===== config.mk =====
export PLATFORM = sky130hd
export DESIGN_NAME = adcc_top
export DESIGN_NICKNAME = d
export VERILOG_FILES = /design/src/design/adcc_pkg.sv /design/src/design/adcc_clkdiv.sv /design/src/design/adcc_down.sv /design/src/design/adcc_top.sv
export VERILOG_INCLUDE_DIRS = /design/src /design/src/design
export SDC_FILE = /design/constraint.sdc
export NUM_CORES = 1
export LEC_CHECK = 0
export BUFFER_PORTS_ARGS = -buffer_cell sky130_fd_sc_hd__buf_2
export CORE_ASPECT_RATIO = 1.1
export CORE_MARGIN = 1
export CORE_UTILIZATION = 40
export DETAILED_ROUTE_END_ITERATION = 10
export PLACE_DENSITY_LB_ADDON = 0.3
export SETUP_SLACK_MARGIN = 0.05
export SLEW_MARGIN = 25
export SYNTH_ARGS = -nofsm -noshare
export SYNTH_HDL_FRONTEND = slang
export SYNTH_SLANG_ARGS = --single-unit

===== constraint.sdc =====
create_clock -name clk -period 5 [get_ports clk]
set_input_delay 1 -clock clk [delete_from_list [all_inputs] [get_ports clk]]
set_output_delay 1 -clock clk [all_outputs]
set_load 0.005 [all_outputs]

===== src/design/adcc_regs.svh =====
// register map, field positions and timing counts of the converter control block
// What this block does
// [RULE1] enable bit zero keeps converter idle
// [RULE2] full resolution stores ten-bit sample
// [RULE3] reduced resolution drops two low bits
// [RULE4] free running restarts after each completion
// [RULE5] software starts first free-running conversion
// [RULE6] standby run bit gates operation asleep
// [RULE7] accumulation code selects 1 to 64
// [RULE8] sum all samples, then complete once
// [RULE9] capacitor select bit drives sample cap
// [RULE10] reference code picks internal or supply
// [RULE11] converter clock divides by 2 to 256
// [RULE12] start-up delay after enable or reference
// [RULE13] start-up delay after deep sleep wake
// [RULE14] init codes give 0 to 256 cycles
// [RULE15] auto variation increments spacing each sample
// [RULE16] spacing wraps from fifteen to zero
// [RULE17] spacing cycles wait between samples
// [RULE18] sample switch open during spacing
// [RULE19] start bit reads one while converting
// [RULE20] window check once after last sample
// [RULE21] sampling lasts two plus length cycles
// [RULE22] sum right-justified, cleared per sequence
`ifndef ADCC_REGS_SVH
`define ADCC_REGS_SVH
`define ADCC_IX_CONTROL_A 6'h00
`define ADCC_IX_CONTROL_B 6'h01
`define ADCC_IX_CONTROL_C 6'h02
`define ADCC_IX_CONTROL_D 6'h03
`define ADCC_IX_CONTROL_E 6'h04
`define ADCC_IX_SAMPLE_CONTROL 6'h05
`define ADCC_IX_INPUT_SELECT 6'h06
`define ADCC_IX_COMMAND 6'h08
`define ADCC_IX_EVENT_CONTROL 6'h09
`define ADCC_IX_IRQ_ENABLE 6'h0a
`define ADCC_IX_IRQ_FLAGS 6'h0b
`define ADCC_IX_DEBUG_CONTROL 6'h0c
`define ADCC_IX_TEMP_SCRATCH 6'h0d
`define ADCC_IX_RESULT 6'h10
`define ADCC_IX_WINDOW_LOW 6'h12
`define ADCC_IX_WINDOW_HIGH 6'h14
`define ADCC_IX_CALIBRATION 6'h16
`define ADCC_A_ENABLE 0
`define ADCC_A_FREE 1
`define ADCC_A_RES 2
`define ADCC_A_STBY 7
`define ADCC_A_MASK 8'h87
`define ADCC_B_ACC 2:0
`define ADCC_C_CAP 6
`define ADCC_C_REF 5:4
`define ADCC_C_DIV 2:0
`define ADCC_C_MASK 8'h77
`define ADCC_D_INIT 7:5
`define ADCC_D_AUTO_DELAY_VARIATION 4
`define ADCC_D_SPACE 3:0
`define ADCC_E_WIN 2:0
`define ADCC_LEN 4:0
`define ADCC_F_RDY 0
`define ADCC_F_WIN 1
`define ADCC_REF_INTERNAL 2'h0
`define ADCC_ACC_RESERVED 3'h7
`define ADCC_INIT_MAX 3'h5
`define ADCC_INIT_UNIT 9'h008
`define ADCC_SAMPLE_BASE 9'h002
`define ADCC_PHASE_GUARD 9'h001
`define ADCC_RESET8 8'h00
`define ADCC_RESET16 16'h0000
`endif


===== src/design/adcc_pkg.sv =====
// types shared by the converter control block
package adcc_pkg;
  typedef enum logic [4:0] {
    S_IDLE = 5'b00001,
    S_INIT = 5'b00010,
    S_SAMP = 5'b00100,
    S_CONV = 5'b01000,
    S_SPACE = 5'b10000
  } adcc_state_t;
  typedef enum logic [2:0] {
    W_NONE = 3'h0,
    W_BELOW = 3'h1,
    W_ABOVE = 3'h2,
    W_INSIDE = 3'h3,
    W_OUTSIDE = 3'h4
  } adcc_win_t;
endpackage : adcc_pkg


===== src/design/adcc_clkdiv.sv =====
// converter clock enable: one pulse every 2^(sel+1) clocks
module adcc_clkdiv (
  input wire logic clk,
  input wire logic rst_n,
  input wire logic run,
  input wire logic [2:0] sel,
  output logic tick
);
  logic [7:0] cnt;
  wire [7:0] mask = 8'((9'h002 << sel) - 9'h001);
  wire hit = (cnt & mask) == mask;
  always_ff @(posedge clk)
  begin
    if (!rst_n || !run)
    begin
      cnt <= 8'h00;
      tick <= 1'b0;
    end
    else
    begin
      cnt <= cnt + 8'h01;
      tick <= hit; // [RULE11]
    end
  end
endmodule : adcc_clkdiv


===== src/design/adcc_down.sv =====
// loadable down counter stepped by converter clock ticks
module adcc_down #(parameter int W = 9) (
  input wire logic clk,
  input wire logic rst_n,
  input wire logic load,
  input wire logic [W-1:0] val,
  input wire logic step,
  output logic zero
);
  logic [W-1:0] cnt;
  assign zero = cnt == '0;
  always_ff @(posedge clk)
  begin
    if (!rst_n)
      cnt <= '0;
    else if (load)
      cnt <= val;
    else if (step && !zero)
      cnt <= cnt - W'(1);
  end
endmodule : adcc_down


===== src/design/adcc_top.sv =====
// converter control: register file, sequencer, accumulator and window check
`include "adcc_regs.svh"
module adcc_top
  import adcc_pkg::*;
#(
  parameter int DW = 10,
  parameter int RW = 16
) (
  input wire logic clk,
  input wire logic rst_n,
  input wire logic wb_cyc_i,
  input wire logic wb_stb_i,
  input wire logic wb_we_i,
  input wire logic [7:0] wb_adr_i,
  input wire logic [3:0] wb_sel_i,
  input wire logic [31:0] wb_dat_i,
  output logic [31:0] wb_dat_o,
  output logic wb_ack_o,
  input wire logic standby,
  input wire logic debug_halt,
  input wire logic wake_pulse,
  input wire logic start_event,
  input wire logic conv_done,
  input wire logic [DW-1:0] conv_data,
  output logic core_enable,
  output logic sample_close,
  output logic convert_req,
  output logic [1:0] ref_sel,
  output logic cap_sel,
  output logic [4:0] mux_sel
);
  logic [7:0] control_a, control_b, control_c, control_d, control_e;
  logic [7:0] sample_control, input_select, event_control, irq_enable;
  logic [7:0] irq_flags, debug_control, temp_scratch, calibration;
  logic [RW-1:0] result, window_low, window_high, acc;
  logic start_conversion, need_init, event_q;
  logic [6:0] samp_cnt;
  adcc_state_t st, next_st;
  logic cnt_load;
  logic [8:0] cnt_val;
  logic [31:0] rd_mux;
  wire tick, cnt_zero;

  // bus decode
  wire req = wb_cyc_i & wb_stb_i & ~wb_ack_o;
  wire [5:0] idx = wb_adr_i[7:2];
  wire wr_lo = req & wb_we_i & wb_sel_i[0];
  wire wr_hi = req & wb_we_i & wb_sel_i[1];
  wire [7:0] wd = wb_dat_i[7:0];
  wire w_a = wr_lo && idx == `ADCC_IX_CONTROL_A;
  wire w_c = wr_lo && idx == `ADCC_IX_CONTROL_C;
  wire w_d = wr_lo && idx == `ADCC_IX_CONTROL_D;
  wire w_cmd = wr_lo && idx == `ADCC_IX_COMMAND && wd[0];
  wire w_flg = wr_lo && idx == `ADCC_IX_IRQ_FLAGS;

  // run conditions: standby and debug halt hold the timed states and block new starts; a requested conversion still completes
  wire enabled = control_a[`ADCC_A_ENABLE];
  wire run = enabled && !(standby && !control_a[`ADCC_A_STBY]) && !(debug_halt && !debug_control[0]); // [RULE1] [RULE6]
  wire adv = tick & run;

  // sample shaping and accumulation
  wire [RW-1:0] samp_full = RW'(conv_data); // [RULE2]
  wire [RW-1:0] samp_trunc = RW'(conv_data[DW-1:2]); // [RULE3]
  wire [RW-1:0] samp_val = control_a[`ADCC_A_RES] ? samp_trunc : samp_full;
  wire [2:0] acc_code = control_b[`ADCC_B_ACC] == `ADCC_ACC_RESERVED ? 3'h0 : control_b[`ADCC_B_ACC];
  wire [6:0] acc_last = 7'((8'h01 << acc_code) - 8'h01); // [RULE7]
  wire first = samp_cnt == 7'h00;
  wire [RW-1:0] acc_next = (first ? `ADCC_RESET16 : acc) + samp_val; // [RULE22]
  // a sample that lands as the block is switched off is dropped, not half stored
  wire got = st == S_CONV && conv_done && enabled;
  wire last = samp_cnt == acc_last;
  wire done_last = got && last; // [RULE8]

  // window comparison on the finished sum only
  wire lt = acc_next < window_low;
  wire gt = acc_next > window_high;
  wire win_hit = control_e[`ADCC_E_WIN] == W_BELOW ? lt :
                 control_e[`ADCC_E_WIN] == W_ABOVE ? gt :
                 control_e[`ADCC_E_WIN] == W_INSIDE ? (!lt && acc_next != window_low && !gt && acc_next != window_high) :
                 control_e[`ADCC_E_WIN] == W_OUTSIDE ? (lt || gt) : 1'b0;
  wire set_win = done_last && win_hit; // [RULE20]

  // delays in converter clock cycles
  wire [2:0] init_code = control_d[`ADCC_D_INIT];
  wire [8:0] init_len = (init_code == 3'h0 || init_code > `ADCC_INIT_MAX) ? 9'h000 : 9'(`ADCC_INIT_UNIT << init_code); // [RULE14]
  // one guard tick: the divider phase is free, so the first tick may come one clock after the load
  wire [8:0] samp_len = `ADCC_SAMPLE_BASE + 9'(sample_control[`ADCC_LEN]) + `ADCC_PHASE_GUARD; // [RULE21]
  wire [8:0] space_len = 9'(control_d[`ADCC_D_SPACE]); // [RULE17]
  wire ev_rise = start_event && !event_q && event_control[0];

  adcc_clkdiv u_div (
    .clk(clk),
    .rst_n(rst_n),
    .run(enabled),
    .sel(control_c[`ADCC_C_DIV]),
    .tick(tick)
  );

  adcc_down #(.W(9)) u_cnt (
    .clk(clk),
    .rst_n(rst_n),
    .load(cnt_load),
    .val(cnt_val),
    .step(adv),
    .zero(cnt_zero)
  );

  // sequencer
  always_comb
  begin
    next_st = st;
    cnt_load = 1'b0;
    cnt_val = samp_len;
    case (st)
      S_IDLE:
        if (start_conversion && run)
        begin
          cnt_load = 1'b1;
          next_st = need_init ? S_INIT : S_SAMP; // [RULE12] [RULE13]
          cnt_val = need_init ? init_len : samp_len;
        end
      S_INIT:
        if (cnt_zero)
        begin
          cnt_load = 1'b1;
          next_st = S_SAMP;
        end
      S_SAMP:
        if (cnt_zero)
          next_st = S_CONV;
      S_CONV:
        if (conv_done)
        begin
          cnt_load = 1'b1;
          next_st = last ? S_IDLE : S_SPACE; // [RULE4]
          cnt_val = space_len;
        end
      S_SPACE:
        if (cnt_zero)
        begin
          cnt_load = 1'b1;
          next_st = S_SAMP;
        end
      default:
        next_st = S_IDLE;
    endcase
    if (!enabled)
      next_st = S_IDLE; // [RULE1]
  end

  always_ff @(posedge clk)
  begin
    if (!rst_n)
    begin
      st <= S_IDLE;
      sample_close <= 1'b0;
      convert_req <= 1'b0;
      core_enable <= 1'b0;
      event_q <= 1'b0;
    end
    else
    begin
      st <= next_st;
      sample_close <= next_st == S_SAMP; // [RULE18]
      convert_req <= next_st == S_CONV;
      core_enable <= run; // [RULE1] [RULE6]
      event_q <= start_event;
    end
  end

  // accumulation and result
  always_ff @(posedge clk)
  begin
    if (!rst_n)
    begin
      acc <= `ADCC_RESET16;
      result <= `ADCC_RESET16;
      samp_cnt <= 7'h00;
    end
    else if (!enabled)
      samp_cnt <= 7'h00;
    else if (got)
    begin
      acc <= acc_next;
      samp_cnt <= last ? 7'h00 : samp_cnt + 7'h01;
      if (last)
        result <= acc_next; // [RULE8]
    end
  end

  // start bit: a new start outranks the completion clear
  always_ff @(posedge clk)
  begin
    if (!rst_n)
      start_conversion <= 1'b0;
    else if ((w_cmd || ev_rise) && enabled)
      start_conversion <= 1'b1; // [RULE19] [RULE5]
    else if (!enabled || (done_last && !control_a[`ADCC_A_FREE]))
      start_conversion <= 1'b0; // [RULE19]
  end

  // start-up delay request; a new cause outranks the clear on entry
  wire init_cause = (w_a && wd[`ADCC_A_ENABLE] && !enabled) || wake_pulse ||
                    (w_c && wd[5:4] == `ADCC_REF_INTERNAL && control_c[`ADCC_C_REF] != `ADCC_REF_INTERNAL);
  always_ff @(posedge clk)
  begin
    if (!rst_n)
      need_init <= 1'b1;
    else if (init_cause)
      need_init <= 1'b1; // [RULE12] [RULE13]
    else if (st == S_IDLE && next_st == S_INIT)
      need_init <= 1'b0;
  end

  // flags: hardware set wins over write-one-to-clear
  always_ff @(posedge clk)
  begin
    if (!rst_n)
      irq_flags <= `ADCC_RESET8;
    else
    begin
      irq_flags[`ADCC_F_RDY] <= done_last || (irq_flags[`ADCC_F_RDY] && !(w_flg && wd[`ADCC_F_RDY])); // [RULE4]
      irq_flags[`ADCC_F_WIN] <= set_win || (irq_flags[`ADCC_F_WIN] && !(w_flg && wd[`ADCC_F_WIN]));
    end
  end

  // sample spacing: software write outranks the automatic step
  always_ff @(posedge clk)
  begin
    if (!rst_n)
      control_d <= `ADCC_RESET8;
    else if (w_d)
      control_d <= wd;
    else if (got && control_d[`ADCC_D_AUTO_DELAY_VARIATION])
      control_d[`ADCC_D_SPACE] <= control_d[`ADCC_D_SPACE] + 4'h1; // [RULE15] [RULE16]
  end

  // plain configuration registers
  always_ff @(posedge clk)
  begin
    if (!rst_n)
    begin
      {control_a, control_b, control_c, control_e} <= {4{`ADCC_RESET8}};
      {sample_control, input_select, event_control, irq_enable} <= {4{`ADCC_RESET8}};
      {debug_control, temp_scratch, calibration} <= {3{`ADCC_RESET8}};
      {window_low, window_high} <= {2{`ADCC_RESET16}};
    end
    else if (wr_lo || wr_hi)
      case (idx)
        `ADCC_IX_CONTROL_A: if (wr_lo) control_a <= wd & `ADCC_A_MASK;
        `ADCC_IX_CONTROL_B: if (wr_lo) control_b <= {5'h00, wd[2:0]};
        `ADCC_IX_CONTROL_C: if (wr_lo) control_c <= wd & `ADCC_C_MASK; // [RULE9] [RULE10] [RULE11]
        `ADCC_IX_CONTROL_E: if (wr_lo) control_e <= {5'h00, wd[2:0]};
        `ADCC_IX_SAMPLE_CONTROL: if (wr_lo) sample_control <= {3'h0, wd[4:0]};
        `ADCC_IX_INPUT_SELECT: if (wr_lo) input_select <= {3'h0, wd[4:0]};
        `ADCC_IX_EVENT_CONTROL: if (wr_lo) event_control <= {7'h00, wd[0]};
        `ADCC_IX_IRQ_ENABLE: if (wr_lo) irq_enable <= {6'h00, wd[1:0]};
        `ADCC_IX_DEBUG_CONTROL: if (wr_lo) debug_control <= {7'h00, wd[0]};
        `ADCC_IX_TEMP_SCRATCH: if (wr_lo) temp_scratch <= wd;
        `ADCC_IX_CALIBRATION: if (wr_lo) calibration <= {7'h00, wd[0]};
        `ADCC_IX_WINDOW_LOW:
        begin
          if (wr_lo) window_low[7:0] <= wd;
          if (wr_hi) window_low[15:8] <= wb_dat_i[15:8];
        end
        `ADCC_IX_WINDOW_HIGH:
        begin
          if (wr_lo) window_high[7:0] <= wd;
          if (wr_hi) window_high[15:8] <= wb_dat_i[15:8];
        end
        default: ;
      endcase
  end

  // analog settings come straight from register flops; input select is
  // taken only between conversions so a change mid-conversion waits
  assign ref_sel = control_c[`ADCC_C_REF]; // [RULE10]
  assign cap_sel = control_c[`ADCC_C_CAP]; // [RULE9]
  always_ff @(posedge clk)
  begin
    if (!rst_n)
      mux_sel <= 5'h00;
    else if (st == S_IDLE)
      mux_sel <= input_select[4:0];
  end

  // read mux; unmapped words read zero and still acknowledge
  always_comb
  begin
    rd_mux = 32'h0000_0000;
    case (idx)
      `ADCC_IX_CONTROL_A: rd_mux[7:0] = control_a;
      `ADCC_IX_CONTROL_B: rd_mux[7:0] = control_b;
      `ADCC_IX_CONTROL_C: rd_mux[7:0] = control_c;
      `ADCC_IX_CONTROL_D: rd_mux[7:0] = control_d;
      `ADCC_IX_CONTROL_E: rd_mux[7:0] = control_e;
      `ADCC_IX_SAMPLE_CONTROL: rd_mux[7:0] = sample_control;
      `ADCC_IX_INPUT_SELECT: rd_mux[7:0] = input_select;
      `ADCC_IX_COMMAND: rd_mux[0] = start_conversion; // [RULE19]
      `ADCC_IX_EVENT_CONTROL: rd_mux[7:0] = event_control;
      `ADCC_IX_IRQ_ENABLE: rd_mux[7:0] = irq_enable;
      `ADCC_IX_IRQ_FLAGS: rd_mux[7:0] = irq_flags;
      `ADCC_IX_DEBUG_CONTROL: rd_mux[7:0] = debug_control;
      `ADCC_IX_TEMP_SCRATCH: rd_mux[7:0] = temp_scratch;
      `ADCC_IX_RESULT: rd_mux[15:0] = result;
      `ADCC_IX_WINDOW_LOW: rd_mux[15:0] = window_low;
      `ADCC_IX_WINDOW_HIGH: rd_mux[15:0] = window_high;
      `ADCC_IX_CALIBRATION: rd_mux[7:0] = calibration;
      default: rd_mux = 32'h0000_0000;
    endcase
  end

  always_ff @(posedge clk)
  begin
    if (!rst_n)
    begin
      wb_ack_o <= 1'b0;
      wb_dat_o <= 32'h0000_0000;
    end
    else
    begin
      wb_ack_o <= req;
      if (req)
        wb_dat_o <= rd_mux;
    end
  end
endmodule : adcc_top


==> impl_metrics.sql, run 1 <==
INSERT INTO impl_metrics (metric_group, metric, value, unit) VALUES
('cells_and_area', 'sequential_cell_area', '0.00342', 'sq mm'),
('logic_synthesis', 'synth_async_sr_flop_share', '0', '%'),
('worst_hold_path', 'holdCritPathClass', 'reg2reg', ''),
('global_route', 'grt_antenna_before_repair', '1', ''),
('timing', 'worst_hold_slack', '451', 'ps'),
('floorplan', 'placementRows', '59', ''),
('worst_setup_path', 'crit_path_end_kind', 'flip-flop', ''),
('worst_setup_path', 'cpLargestDelayFamily', 'simple AND/OR/NAND/NOR gates', ''),
('logic_synthesis', 'synth.most_common_cell', 'dfxtp_1', ''),
('cells_and_area', 'nets', '1409', ''),
('route', 'drc_violations_left', '0', ''),
('clock_tree', 'clock_sinks', '171', ''),
('worst_setup_path', 'critical_path_arrival', '5080', 'ps'),
('timing', 'timing.final.max_slew_violations', '0', ''),
('logic_synthesis', 'synth_area_leaders', 'dfxtp_1 (36%), a21oi_1 (6.6%), ha_1 (6.4%), nand2_1 (6.3%), nor2_1 (4.5%)', ''),
('clock_tree', 'cts_buffer_depth', '2', ''),
('worst_setup_path', 'path_class', 'reg2reg', ''),
('logic_synthesis', 'postSynthCellCount', '1225', ''),
('run', 'timing.max_cap.violations', '0', ''),
('timing', 'max_freq', '211', 'MHz'),
('worst_setup_path', 'timing.critical_path.required', '5350', 'ps'),
('status', 'run_status', 'finished, final reports clean', ''),
('placed_design', 'placement.io_buffers', '71', ''),
('cells_and_area', 'antenna-diode-count', '0', ''),
('floorplan', 'die_y', '164', 'um'),
('logic_synthesis', 'synth_top_cell_area_share', '35.7', '%'),
('clock_tree', 'cts_hold_buf', '0', ''),
('logic_synthesis', 'synthesis_warning_total', '0', ''),
('worst_setup_path', 'cp-start-kind', 'flip-flop', ''),
('worst_setup_path', 'critical_path.slowest_cell', 'or4_1', ''),
('logic_synthesis', 'synth_area_leader_cell', 'dfxtp_1', ''),
('timing', 'timing.clock.skew', '13.2', 'ps'),
('logic_synthesis', 'synth.ff_latch_count', '171', ''),
('worst_setup_path', 'ff2ff_setup_slack', '270', 'ps'),
('timing', 'slew_headroom', '40.5', '%'),
('power', 'power_switching', '0.701', 'mW'),
('cells_and_area', 'post_route_cells_drive_above_1_share', '15.7', '%'),
('floorplan', 'floorplan_die_width', '150', 'um'),
('placed_design', 'dp_hpwl', '19.6', 'mm'),
('power', 'internal_power', '2.07', 'mW'),
('logic_synthesis', 'ys_types', '80', ''),
('logic_synthesis', 'mappedNetlistArea', '0.00960', 'sq mm'),
('cells_and_area', 'area_growth', '15.1', '%'),
('placed_design', 'dpl-instance-area', '0.0104', 'sq mm'),
('global_route', 'grt.overflow.total', '0', ''),
('power', 'comb_power_share', '5.6', '%'),
('clock_tree', 'clock-root-buffer', 'clkbuf_16', ''),
('global_route', 'gr_usage_total', '22.6', '%'),
('floorplan', 'number_of_primary_i_o_pins', '108', ''),
('route', 'wl_per_cell', '16.9', 'um'),
('cells_and_area', 'filler_cell_count', '2367', ''),
('clock_tree', 'cts_max_level', '4', ''),
('power', 'ir_worst_vdd', '0.232', 'mV'),
('floorplan', 'coreArea', '0.0236', 'sq mm'),
('route', 'detail-route-antenna-nets', '0', ''),
('logic_synthesis', 'synth_area_per_cell', '7.84', 'sq um'),
('worst_setup_path', 'worst_path_largest_cell_delay', '450', 'ps'),
('cells_and_area', 'fin_cells', '1613', ''),
('cells_and_area', 'multi_input_comb_area', '0.00569', 'sq mm'),
('route', 'via_count', '8958', ''),
('power', 'final_power', '2.78', 'mW'),
('logic_synthesis', 'seq_area_frac_synth', '35.7', '%'),
('route', 'routed_wl', '27.3', 'mm'),
('timing', 'timing.final.crit_share', '94.6', '%'),
('route', 'detailedRoute.firstIterationViolations', '795', ''),
('power', 'power_density', '251', 'mW/mm^2'),
('global_route', 'wire_length_of_the_first_global_routing_pass', '43.3', 'mm'),
('floorplan', 'dieArea', '0.0246', 'sq mm'),
('timing', 'final-hold-violation-count', '0', ''),
('timing', 'tightest_pin_transition', '886', 'ps'),
('clock_tree', 'clkLatencyLatePin', '440', 'ps');
[routing by layer]
metal	GRT usage (%)	vias up	share of wire, %
li1	-	4459	-
met1	28.9	4221	45
met2	37.7	235	48
met3	3.59	41	4.7
met4	9.50	2	2.9
met5	0	-	0.055
[final cells by class]
type,instances,area share (%)
multi-input combinational,922,51.5
sequential,171,31.0
timing repair buffer,129,7.19
clock buffer,20,4.04
tap,305,3.45
inverter,54,1.86
clock inverter,12,0.917
[kinds of logic after synthesis]
family | Yosys count | share of synthesized area, %
mux | 43 | 4.58
flops | 171 | 35.7
xor+xnor | 41 | 3.74
fa+ha+maj | 50 | 6.60
compound gates | 283 | 18.7
simple gates | 489 | 24.1
buf+inv | 147 | 6.62
other cells | 1 | 0.0391
[power by group through the flow]
| stage | clock network [mW] | logic [mW] | registers, mW |
|---|---|---|---|
| 6_report | 1.26 | 0.156 | 1.36 |
| 3_5_place_dp | 0 | 0.151 | 1.39 |
| 2_1_floorplan | 0 | 0.0966 | 1.39 |
| 3_3_place_gp | 0 | 0.150 | 1.39 |
| 5_1_grt | 1.34 | 0.171 | 1.36 |
| 4_1_cts | 1.28 | 0.152 | 1.36 |
[through the flow]
stage                     setup WS [ps]  TNS, ps  util [%]
after floorplan                     142        0         -
after global placement            -32.0    -32.0      43.9
after detailed placement          -45.9    -45.9      43.9
after CTS                           123        0      46.2
after global routing              -51.3    -51.3      46.8
final                               269        0      46.8
[worst register-to-register path, cell delays in order (launching register included)]
cell	delay (ps)
dfxtp_1	330
inv_1	60
ha_1	230
nand3b_1	90
buf_4	160
and2_4	140
ha_1	150
inv_1	50
fa_1	380
nand2b_4	160
a21oi_2	150
o21ai_2	90
a211oi_2	290
buf_4	170
nor3_1	50
xnor2_1	220
inv_1	110
ha_1	300
nand4_1	170
buf_4	190
nor2_1	90
a221o_1	170
nor3_2	50
or4_1	450
and3_1	190
o31ai_1	210
[layout by cell type, fill, tap and decap left out, types with 4 or more instances in the layout]
master       n
dfxtp_1    171
nand2_1    160
a21oi_1    123
nor2_1     114
nand3_1     80
buf_2       71
buf_4       57
inv_1       53
ha_1        49
mux2i_1     36
o21ai_0     31
a22oi_1     29
xor2_1      22
nand4_1     20
xnor2_1     18
clkbuf_16   17
nor3_1      16
conb_1      16
and2_1      15
and3_1      12
nor2b_1     10
o22ai_1     10
nand2b_1     9
a211oi_1     8
nand3b_1     7
o211ai_1     7
mux2_2       7
inv_6        7
o311ai_0     6
nor4_1       6
or2_2        5
a31oi_1      5
a211o_1      5
or4_1        5
a222oi_1     5
a21o_1       4
nor3_2       4
a22o_1       4
[worst paths after layout]
kind | from | end | cells after the start
hold / removal | acc[9] | acc[9] | 2
setup / recovery | samp_cnt[0] | irq_flags[1] | 25
hold reg to reg | acc[9] | acc[9] | 2
setup reg to reg | samp_cnt[0] | irq_flags[1] | 25
[repair_timing]
action                                  CTS  global route
endpoints found under the setup margin    0             1
gates resized for setup                   0            20
setup buffers                             0             5
[sequential cells by signal, summed over array words and instances, names as in the netlist, 3 cells and up]
register and flops:
wb_dat_o 16, control_d 8, u_div.cnt 8, mux_sel 5, control_a 4, control_e 3
window_low 16, input_select 5, temp_scratch 8, st 5, window_high 16, samp_cnt 7
control_b 3, acc 16, result 16, sample_control 5, u_cnt.cnt 9, control_c 6
Power figures use the tool's default switching activity.
==> run 2, diff against run 1 <==
--- a/config.mk
+++ b/config.mk
@@ -9,10 +9,10 @@
 export BUFFER_PORTS_ARGS = -buffer_cell sky130_fd_sc_hd__buf_2
 export CORE_ASPECT_RATIO = 1.1
 export CORE_MARGIN = 1
-export CORE_UTILIZATION = 40
+export CORE_UTILIZATION = 54
 export DETAILED_ROUTE_END_ITERATION = 10
 export PLACE_DENSITY_LB_ADDON = 0.3
-export SETUP_SLACK_MARGIN = 0.05
+export REMOVE_ABC_BUFFERS = 1
 export SLEW_MARGIN = 25
 export SYNTH_ARGS = -nofsm -noshare
 export SYNTH_HDL_FRONTEND = slang
==> run 2 against run 1 <==
Against the previous run:
- hold slack got worse by 1.2 ps
- setup slack got worse by 36 ps
- critical endpoint unchanged
- flip-flop and latch count did not move
- register-to-register slack got worse by 40 ps
- critical path type unchanged
- highest routed layer is now met4
- wire length fell by 3.4%
==> impl_metrics.sql, run 2 (same netlist as run 1, synthesis figures left out) <==
INSERT INTO impl_metrics (metric_group, metric, value, unit) VALUES
('cells_and_area', 'nets', '1410', ''),
('worst_setup_path', 'worst-path-max-fanout', '6', ''),
('clock_tree', 'cts_max_level', '4', ''),
('route', 'via_count', '9062', ''),
('status', 'run_status', 'finished, final reports clean', ''),
('clock_tree', 'cts.clk_slew.worst_paths', '70', 'ps'),
('global_route', 'grt_start_max_net_pins', '101', ''),
('global_route', 'grt.overflow.total', '0', ''),
('timing', 'setup-violations-final', '0', ''),
('route', 'detail-route-antenna-nets', '0', ''),
('route', 'viasPerCell', '5.87', ''),
('worst_setup_path', 'critical_path_arrival', '5120', 'ps'),
('worst_setup_path', 'critical_path.slowest_cell', 'or4_1', ''),
('power', 'p_sw_share', '24.2', '%'),
('power', 'power_density', '253', 'mW/mm^2'),
('placed_design', 'dp_hpwl', '18.3', 'mm'),
('floorplan', 'placementRows', '50', ''),
('clock_tree', 'cts_hold_buf', '0', ''),
('power', 'power_switching', '0.676', 'mW'),
('global_route', 'met3_usage', '4.56', '%'),
('power', 'pwr-share-clk', '45.6', '%'),
('clock_tree', 'cts_made_buffers', '17', ''),
('cells_and_area', 'most_common_cell_after_layout_fill_and_taps_aside', 'dfxtp_1', ''),
('route', 'detailedRoute.firstIterationViolations', '789', ''),
('power', 'static-leakage-power', '4.24', 'nW'),
('global_route', 'vias_in_the_first_global_route', '8331', ''),
('placed_design', 'placement.io_buffers', '71', ''),
('worst_setup_path', 'cp-start-kind', 'flip-flop', ''),
('worst_setup_path', 'ff2ff_setup_slack', '230', 'ps'),
('clock_tree', 'clock_sinks', '171', ''),
('global_route', 'grt-busiest-layer', 'met2', ''),
('route', 'drtPass1Iterations', '5', ''),
('floorplan', 'initial_core_util', '55.8', '%'),
('route', 'wl_per_cell', '17.1', 'um'),
('timing', 'max_freq', '210', 'MHz'),
('timing', 'timing.final.max_slew_violations', '0', ''),
('power', 'seq_power_share', '48.9', '%'),
('clock_tree', 'clkLatencyLatePin', '440', 'ps'),
('timing', 'slew_headroom', '30.2', '%'),
('power', 'ir_worst_vdd', '0.242', 'mV'),
('cells_and_area', 'filler_cell_count', '1442', ''),
('worst_setup_path', 'worstPathCellList', 'nor4_4, nand3b_1, buf_6, and2_1, ha_1, or2_2, a21oi_1, a211oi_2, buf_4, o31ai_1, xor2_1, nor2_1, ha_1, nand4_1, buf_4, a21oi_1, nor3_2, or4_1, and3_1, o31ai_1', ''),
('route', 'drc_violations_left', '0', ''),
('timing', 'totalNegativeSetupSlack', '0', 'ps'),
('placed_design', 'finalWeightedCongestion', '0.903', ''),
('cells_and_area', 'most-common-layout-cells', 'dfxtp_1 (170), nand2_1 (160), a21oi_1 (124), nor2_1 (114), nand3_1 (80)', ''),
('global_route', 'm1_gr_usage', '34.8', '%'),
('floorplan', 'dieArea', '0.0183', 'sq mm'),
('timing', 'timing.final.crit_share', '95.3', '%'),
('worst_setup_path', 'crit_path_end_kind', 'flip-flop', ''),
('timing', 'fin_crit', '4770', 'ps'),
('power', 'internal_power', '2.11', 'mW'),
('cells_and_area', 'area_growth', '14.8', '%'),
('route', 'routed_wl', '26.4', 'mm'),
('worst_setup_path', 'timing.critical_path.required', '5350', 'ps'),
('timing', 'timing.clock.skew', '8.67', 'ps'),
('clock_tree', 'cts_buffer_depth', '2', ''),
('worst_hold_path', 'holdCritPathClass', 'reg2reg', ''),
('power', 'comb_power_share', '5.5', '%'),
('floorplan', 'coreArea', '0.0172', 'sq mm'),
('cells_and_area', 'post_route_cells_drive_above_1_share', '16.1', '%'),
('timing', 'tightest_pin_transition', '1040', 'ps'),
('placed_design', 'dpl-instance-area', '0.0103', 'sq mm'),
('clock_tree', 'clock_tree_from_tritoncts', 'yes', ''),
('worst_setup_path', 'worst_path_largest_cell_delay', '470', 'ps'),
('run', 'timing.max_cap.violations', '0', ''),
('global_route', 'gr_usage_total', '28.7', '%'),
('global_route', 'grt_antenna_before_repair', '0', ''),
('clock_tree', 'clock-root-buffer', 'clkbuf_16', ''),
('floorplan', 'number_of_primary_i_o_pins', '108', ''),
('global_route', 'wire_length_of_the_first_global_routing_pass', '41.3', 'mm'),
('global_route', 'global_route.usage.met2', '48.9', '%'),
('cells_and_area', 'post-route-cell-area', '0.0110', 'sq mm'),
('timing', 'worst_hold_slack', '450', 'ps'),
('cells_and_area', 'antenna-diode-count', '0', ''),
('floorplan', 'die_y', '142', 'um'),
('worst_setup_path', 'path_class', 'reg2reg', ''),
('timing', 'final-hold-violation-count', '0', ''),
('floorplan', 'floorplan_die_width', '129', 'um');
run 2: cell types whose count changed in the layout (fill, tap and decap cells not counted), moves of 2 or more:
cell        delta
ha_1           -2
inv_6          -5
clkinv_2       +2
xor2_1         -2
ha_4           +2
clkinvlp_4     +3
xor2_2         +2
run 2: routing by layer:
layer  up-vias  share of wire, %
met5         -                 0
met4         0               4.2
met3        59               5.7
met2       305                48
met1      4263                42
li1       4435                 -
run 2: cell type report:
cell class                      instances  area (sq um)  area share [%]
Multi-Input combinational cell        922          5730            52.0
Inverter                               54           205            1.86
Timing Repair Buffer                  130           802            7.28
Tap cell                              234           293            2.66
Clock buffer                           19           443            4.02
Sequential cell                       171          3420            31.1
Clock inverter                         13           120            1.09
run 2: power by group through the flow:
stage	Sequential [mW]	Combinational (mW)	Clock [mW]
final	1.36	0.153	1.27
after global routing	1.36	0.167	1.34
after CTS	1.36	0.148	1.28
after detailed placement	1.39	0.147	0
after global placement	1.39	0.145	0
after floorplan	1.39	0.0701	0
run 2: final timing paths:
check | to | start | cells after the start
worst max register to register | irq_flags[1] | samp_cnt[4] | 20
worst min-delay path | acc[5] | acc[5] | 2
worst max-delay path | irq_flags[1] | samp_cnt[4] | 20
worst min register to register | acc[5] | acc[5] | 2
run 2: repair_timing:
action	CTS	global route
endpoints found under the setup margin	0	1
gates resized for setup	0	26
buffers inserted	0	4
run 2: worst max-delay path, delay by kind of cell, from the launching register on:
| kind | cells | cell delay (ps) |
|---|---|---|
| buf+inv | 3 | 560 |
| flops | 1 | 340 |
| fa+ha+maj | 2 | 590 |
| xor+xnor | 1 | 260 |
| simple gates | 9 | 2050 |
| compound gates | 5 | 910 |
run 2: stage by stage:
step           util, %  power (mW)  setup WS [ps]  cells
5_1_grt           64.0        2.87           -160   1543
3_3_place_gp      59.8        1.54          -36.6   1507
4_1_cts           63.1        2.79           94.4   1539
3_5_place_dp      59.8        1.54          -81.6   1507
2_1_floorplan        -        1.46            350   1147
6_report          64.0        2.79            233   1543
==> run 3, diff against run 2 <==
--- a/config.mk
+++ b/config.mk
@@ -6,6 +6,7 @@
 export SDC_FILE = /design/constraint.sdc
 export NUM_CORES = 1
 export LEC_CHECK = 0
+export ABC_AREA = 1
 export BUFFER_PORTS_ARGS = -buffer_cell sky130_fd_sc_hd__buf_2
 export CORE_ASPECT_RATIO = 1.1
 export CORE_MARGIN = 1
==> run 3 against run 2 <==
Against the previous run:
- non-clock buffer count is 54 lower
- largest power group is now clock
- maximum frequency rose by 12%
- wire length fell by 8.0%
- utilization shrank 2.5 points
- highest routed layer unchanged
- count of clock-buffer cells in the layout rose by 3
- via count decreased by 2.0%
==> impl_metrics.sql, run 3 <==
INSERT INTO impl_metrics (metric_group, metric, value, unit) VALUES
('status', 'run_status', 'finished, final reports clean', ''),
('global_route', 'wire_length_of_the_first_global_routing_pass', '39.2', 'mm'),
('timing', 'worst_hold_slack', '461', 'ps'),
('floorplan', 'number_of_primary_i_o_pins', '108', ''),
('worst_setup_path', 'r2r_start', 'samp_cnt[4]', ''),
('power', 'p_sw_share', '22.6', '%'),
('power', 'pwr-share-clk', '48.6', '%'),
('timing', 'final-hold-violation-count', '0', ''),
('timing', 'timing.final.crit_share', '85.1', '%'),
('placed_design', 'placement.io_buffers', '71', ''),
('timing', 'unrepaired_setup_endpoints_after_global_routing', 'no', ''),
('worst_setup_path', 'crit_path_end_kind', 'flip-flop', ''),
('logic_synthesis', 'synth_async_sr_flop_share', '0', '%'),
('logic_synthesis', 'ys_types', '55', ''),
('route', 'detail-route-antenna-nets', '0', ''),
('worst_hold_path', 'worstHoldEndpoint', 'wb_dat_o[12]', ''),
('clock_tree', 'clock_sinks', '171', ''),
('timing', 'slew_headroom', '54.0', '%'),
('clock_tree', 'clock-root-buffer', 'clkbuf_16', ''),
('route', 'wl_per_cell', '14.8', 'um'),
('timing', 'timing.clock.skew', '8.96', 'ps'),
('power', 'seq_power_share', '46.6', '%'),
('route', 'drtPass1Iterations', '5', ''),
('global_route', 'gr_usage_total', '27.6', '%'),
('worst_setup_path', 'timing.critical_path.required', '5360', 'ps'),
('timing', 'setup-violations-final', '0', ''),
('worst_setup_path', 'crit-reg2reg-capture', 'irq_flags[1]', ''),
('global_route', 'grt.overflow.total', '0', ''),
('clock_tree', 'clock_tree_from_tritoncts', 'yes', ''),
('clock_tree', 'cts.clk_slew.worst_paths', '60', 'ps'),
('clock_tree', 'cts_hold_buf', '0', ''),
('power', 'static-leakage-power', '4.56', 'nW'),
('power', 'ir_worst_vdd', '0.256', 'mV'),
('logic_synthesis', 'seq_area_frac_synth', '36.1', '%'),
('logic_synthesis', 'synthesis_warning_total', '0', ''),
('logic_synthesis', 'synthFlopType', 'dfxtp_1', ''),
('logic_synthesis', 'postSynthCellCount', '1340', ''),
('clock_tree', 'cts_buffer_depth', '2', ''),
('logic_synthesis', 'mappedNetlistArea', '0.00950', 'sq mm'),
('timing', 'timing.final.max_slew_violations', '0', ''),
('global_route', 'vias_in_the_first_global_route', '8010', ''),
('placed_design', 'place.detailed.instances', '1608', ''),
('timing', 'tightest_pin_transition', '690', 'ps'),
('placed_design', 'pre_cts_slack', '711', 'ps'),
('cells_and_area', 'most_common_cell_after_layout_fill_and_taps_aside', 'nand2_1', ''),
('logic_synthesis', 'synth.ff_latch_count', '171', ''),
('route', 'routed_wl', '24.3', 'mm'),
('logic_synthesis', 'post_synth_most_frequent_cells', 'nand2_1 (239), inv_1 (175), dfxtp_1 (171), a21oi_1 (147), nor2_1 (136)', ''),
('logic_synthesis', 'synth_top_cell_area_share', '36.1', '%'),
('timing', 'fin_crit', '4250', 'ps'),
('worst_setup_path', 'ff2ff_setup_slack', '750', 'ps'),
('worst_setup_path', 'critical_path_arrival', '4620', 'ps'),
('route', 'via_count', '8884', ''),
('clock_tree', 'cts_max_level', '4', ''),
('power', 'comb_power_share', '4.8', '%'),
('floorplan', 'coreArea', '0.0171', 'sq mm'),
('power', 'internal_power', '2.27', 'mW'),
('floorplan', 'die_y', '141', 'um'),
('placed_design', 'finalWeightedCongestion', '0.953', ''),
('floorplan', 'initial_core_util', '55.4', '%'),
('route', 'viasPerCell', '5.42', ''),
('clock_tree', 'ctsResizeCount', '0', ''),
('worst_setup_path', 'worst-path-max-fanout', '18', ''),
('floorplan', 'floorplan_die_width', '128', 'um'),
('route', 'detailedRoute.firstIterationViolations', '623', ''),
('global_route', 'grt_start_max_net_pins', '61', ''),
('logic_synthesis', 'synth_area_leaders', 'dfxtp_1 (36%), nand2_1 (9.4%), a21oi_1 (7.7%), o21ai_0 (7.0%), inv_1 (6.9%)', ''),
('worst_setup_path', 'ff2ff_path_depth', '23', ''),
('logic_synthesis', 'synth_area_leader_cell', 'dfxtp_1', ''),
('global_route', 'grt_antenna_before_repair', '0', ''),
('cells_and_area', 'most-common-layout-cells', 'nand2_1 (239), inv_1 (175), dfxtp_1 (171), a21oi_1 (147), nor2_1 (136)', ''),
('cells_and_area', 'fin_cells', '1640', ''),
('power', 'power_switching', '0.661', 'mW'),
('clock_tree', 'clkLatencyLatePin', '440', 'ps'),
('route', 'drc_violations_left', '0', ''),
('timing', 'fin_ws', '746', 'ps'),
('logic_synthesis', 'synth_edf_count', '0', ''),
('logic_synthesis', 'synth_area_per_cell', '7.09', 'sq um'),
('floorplan', 'dieArea', '0.0181', 'sq mm'),
('worst_hold_path', 'min_from', 'wb_dat_o[12]', ''),
('timing', 'totalNegativeSetupSlack', '0', 'ps'),
('cells_and_area', 'nets', '1507', ''),
('cells_and_area', 'post-route-util', '61.5', '%'),
('cells_and_area', 'antenna-diode-count', '0', ''),
('worst_setup_path', 'path_class', 'reg2reg', ''),
('worst_setup_path', 'cp-start-kind', 'flip-flop', ''),
('cells_and_area', 'area_growth', '11.0', '%'),
('clock_tree', 'cts_setup_buffers', '0', ''),
('run', 'timing.max_cap.violations', '0', ''),
('logic_synthesis', 'synth.most_common_cell', 'nand2_1', ''),
('worst_hold_path', 'hold_depth', '2', ''),
('floorplan', 'placementRows', '50', ''),
('timing', 'max_freq', '235', 'MHz'),
('clock_tree', 'cts_made_buffers', '17', ''),
('placed_design', 'dp_hpwl', '17.8', 'mm'),
('worst_hold_path', 'holdCritPathClass', 'reg2reg', ''),
('power', 'power_density', '278', 'mW/mm^2'),
('cells_and_area', 'post_route_cells_drive_above_1_share', '11.0', '%');
run 3: stage by stage:
stage          total power [mW]  area, sq um
3_5_place_dp               1.53         9910
4_1_cts                    2.93        10500
5_1_grt                    3.01        10500
2_1_floorplan              1.47         9230
3_3_place_gp               1.53         9910
6_report                   2.93        10500
run 3: worst max path at each step:
stage	startpoint	end	slack [ps]	cells after the start
global route	samp_cnt[4]	irq_flags[1]	290	23
floorplan	conv_data[1]	irq_flags[1]	1460	22
CTS	samp_cnt[4]	irq_flags[1]	820	23
detailed placement	conv_data[1]	irq_flags[1]	710	22
finish	samp_cnt[4]	irq_flags[1]	750	23
global placement	conv_data[1]	irq_flags[1]	790	23
run 3: layout make-up:
cell class                 count  area (sq um)
inverter                     184           701
clock inverter                10           163
multi-input combinational    943          5100
fill                        1615          6600
sequential                   171          3420
clock buffer                  22           464
tap                          234           293
timing repair buffer          76           393
run 3: cell families (layout without fill, tap and decap cells):
| kind of cell | Yosys count | in the layout | synth area share [%] |
|---|---|---|---|
| and+or+nand+nor | 492 | 492 | 23.0 |
| other | 1 | 16 | 0.0395 |
| adders and majority gates | 50 | 50 | 6.67 |
| xor gates and xnor gates | 28 | 28 | 2.58 |
| DFF | 171 | 171 | 36.1 |
| buffers and inverters | 241 | 292 | 10.8 |
| AOI/OAI and AO/OA | 357 | 357 | 20.9 |
run 3: critical path: stages (launching register included):
cell and delay (ps):
dfxtp_1 340, nor3_1 240, nand3_2 390, nand2_1 160, inv_1 50, ha_1 340
nand2_1 100, o21ai_0 230, nand2_1 80, nand3_1 130, nand2_1 70, nand2_1 160
a21oi_1 60, a21oi_1 300, ha_1 320, a21oi_1 160, o21ai_0 140, a21oi_1 360
nand2_1 130, nand2_1 90, nand2_1 50, nand3_1 70, nand2_1 60, a21oi_1 130
run 3: routing by layer:
| metal | track usage, % | up-vias | wire, um |
|---|---|---|---|
| met5 | 0 | - | 0 |
| met2 | 47.6 | 248 | 11700 |
| met3 | 4.44 | 55 | 1250 |
| met4 | 12.3 | 0 | 793 |
| met1 | 33.7 | 4068 | 10600 |
| li1 | - | 4513 | - |
run 3: power groups by stage:
stage | registers, mW | clock network [mW] | logic (mW)
3_5_place_dp | 1.39 | 0 | 0.139
6_report | 1.36 | 1.42 | 0.141
5_1_grt | 1.36 | 1.48 | 0.158
3_3_place_gp | 1.39 | 0 | 0.136
4_1_cts | 1.36 | 1.43 | 0.140
2_1_floorplan | 1.39 | 0 | 0.0764
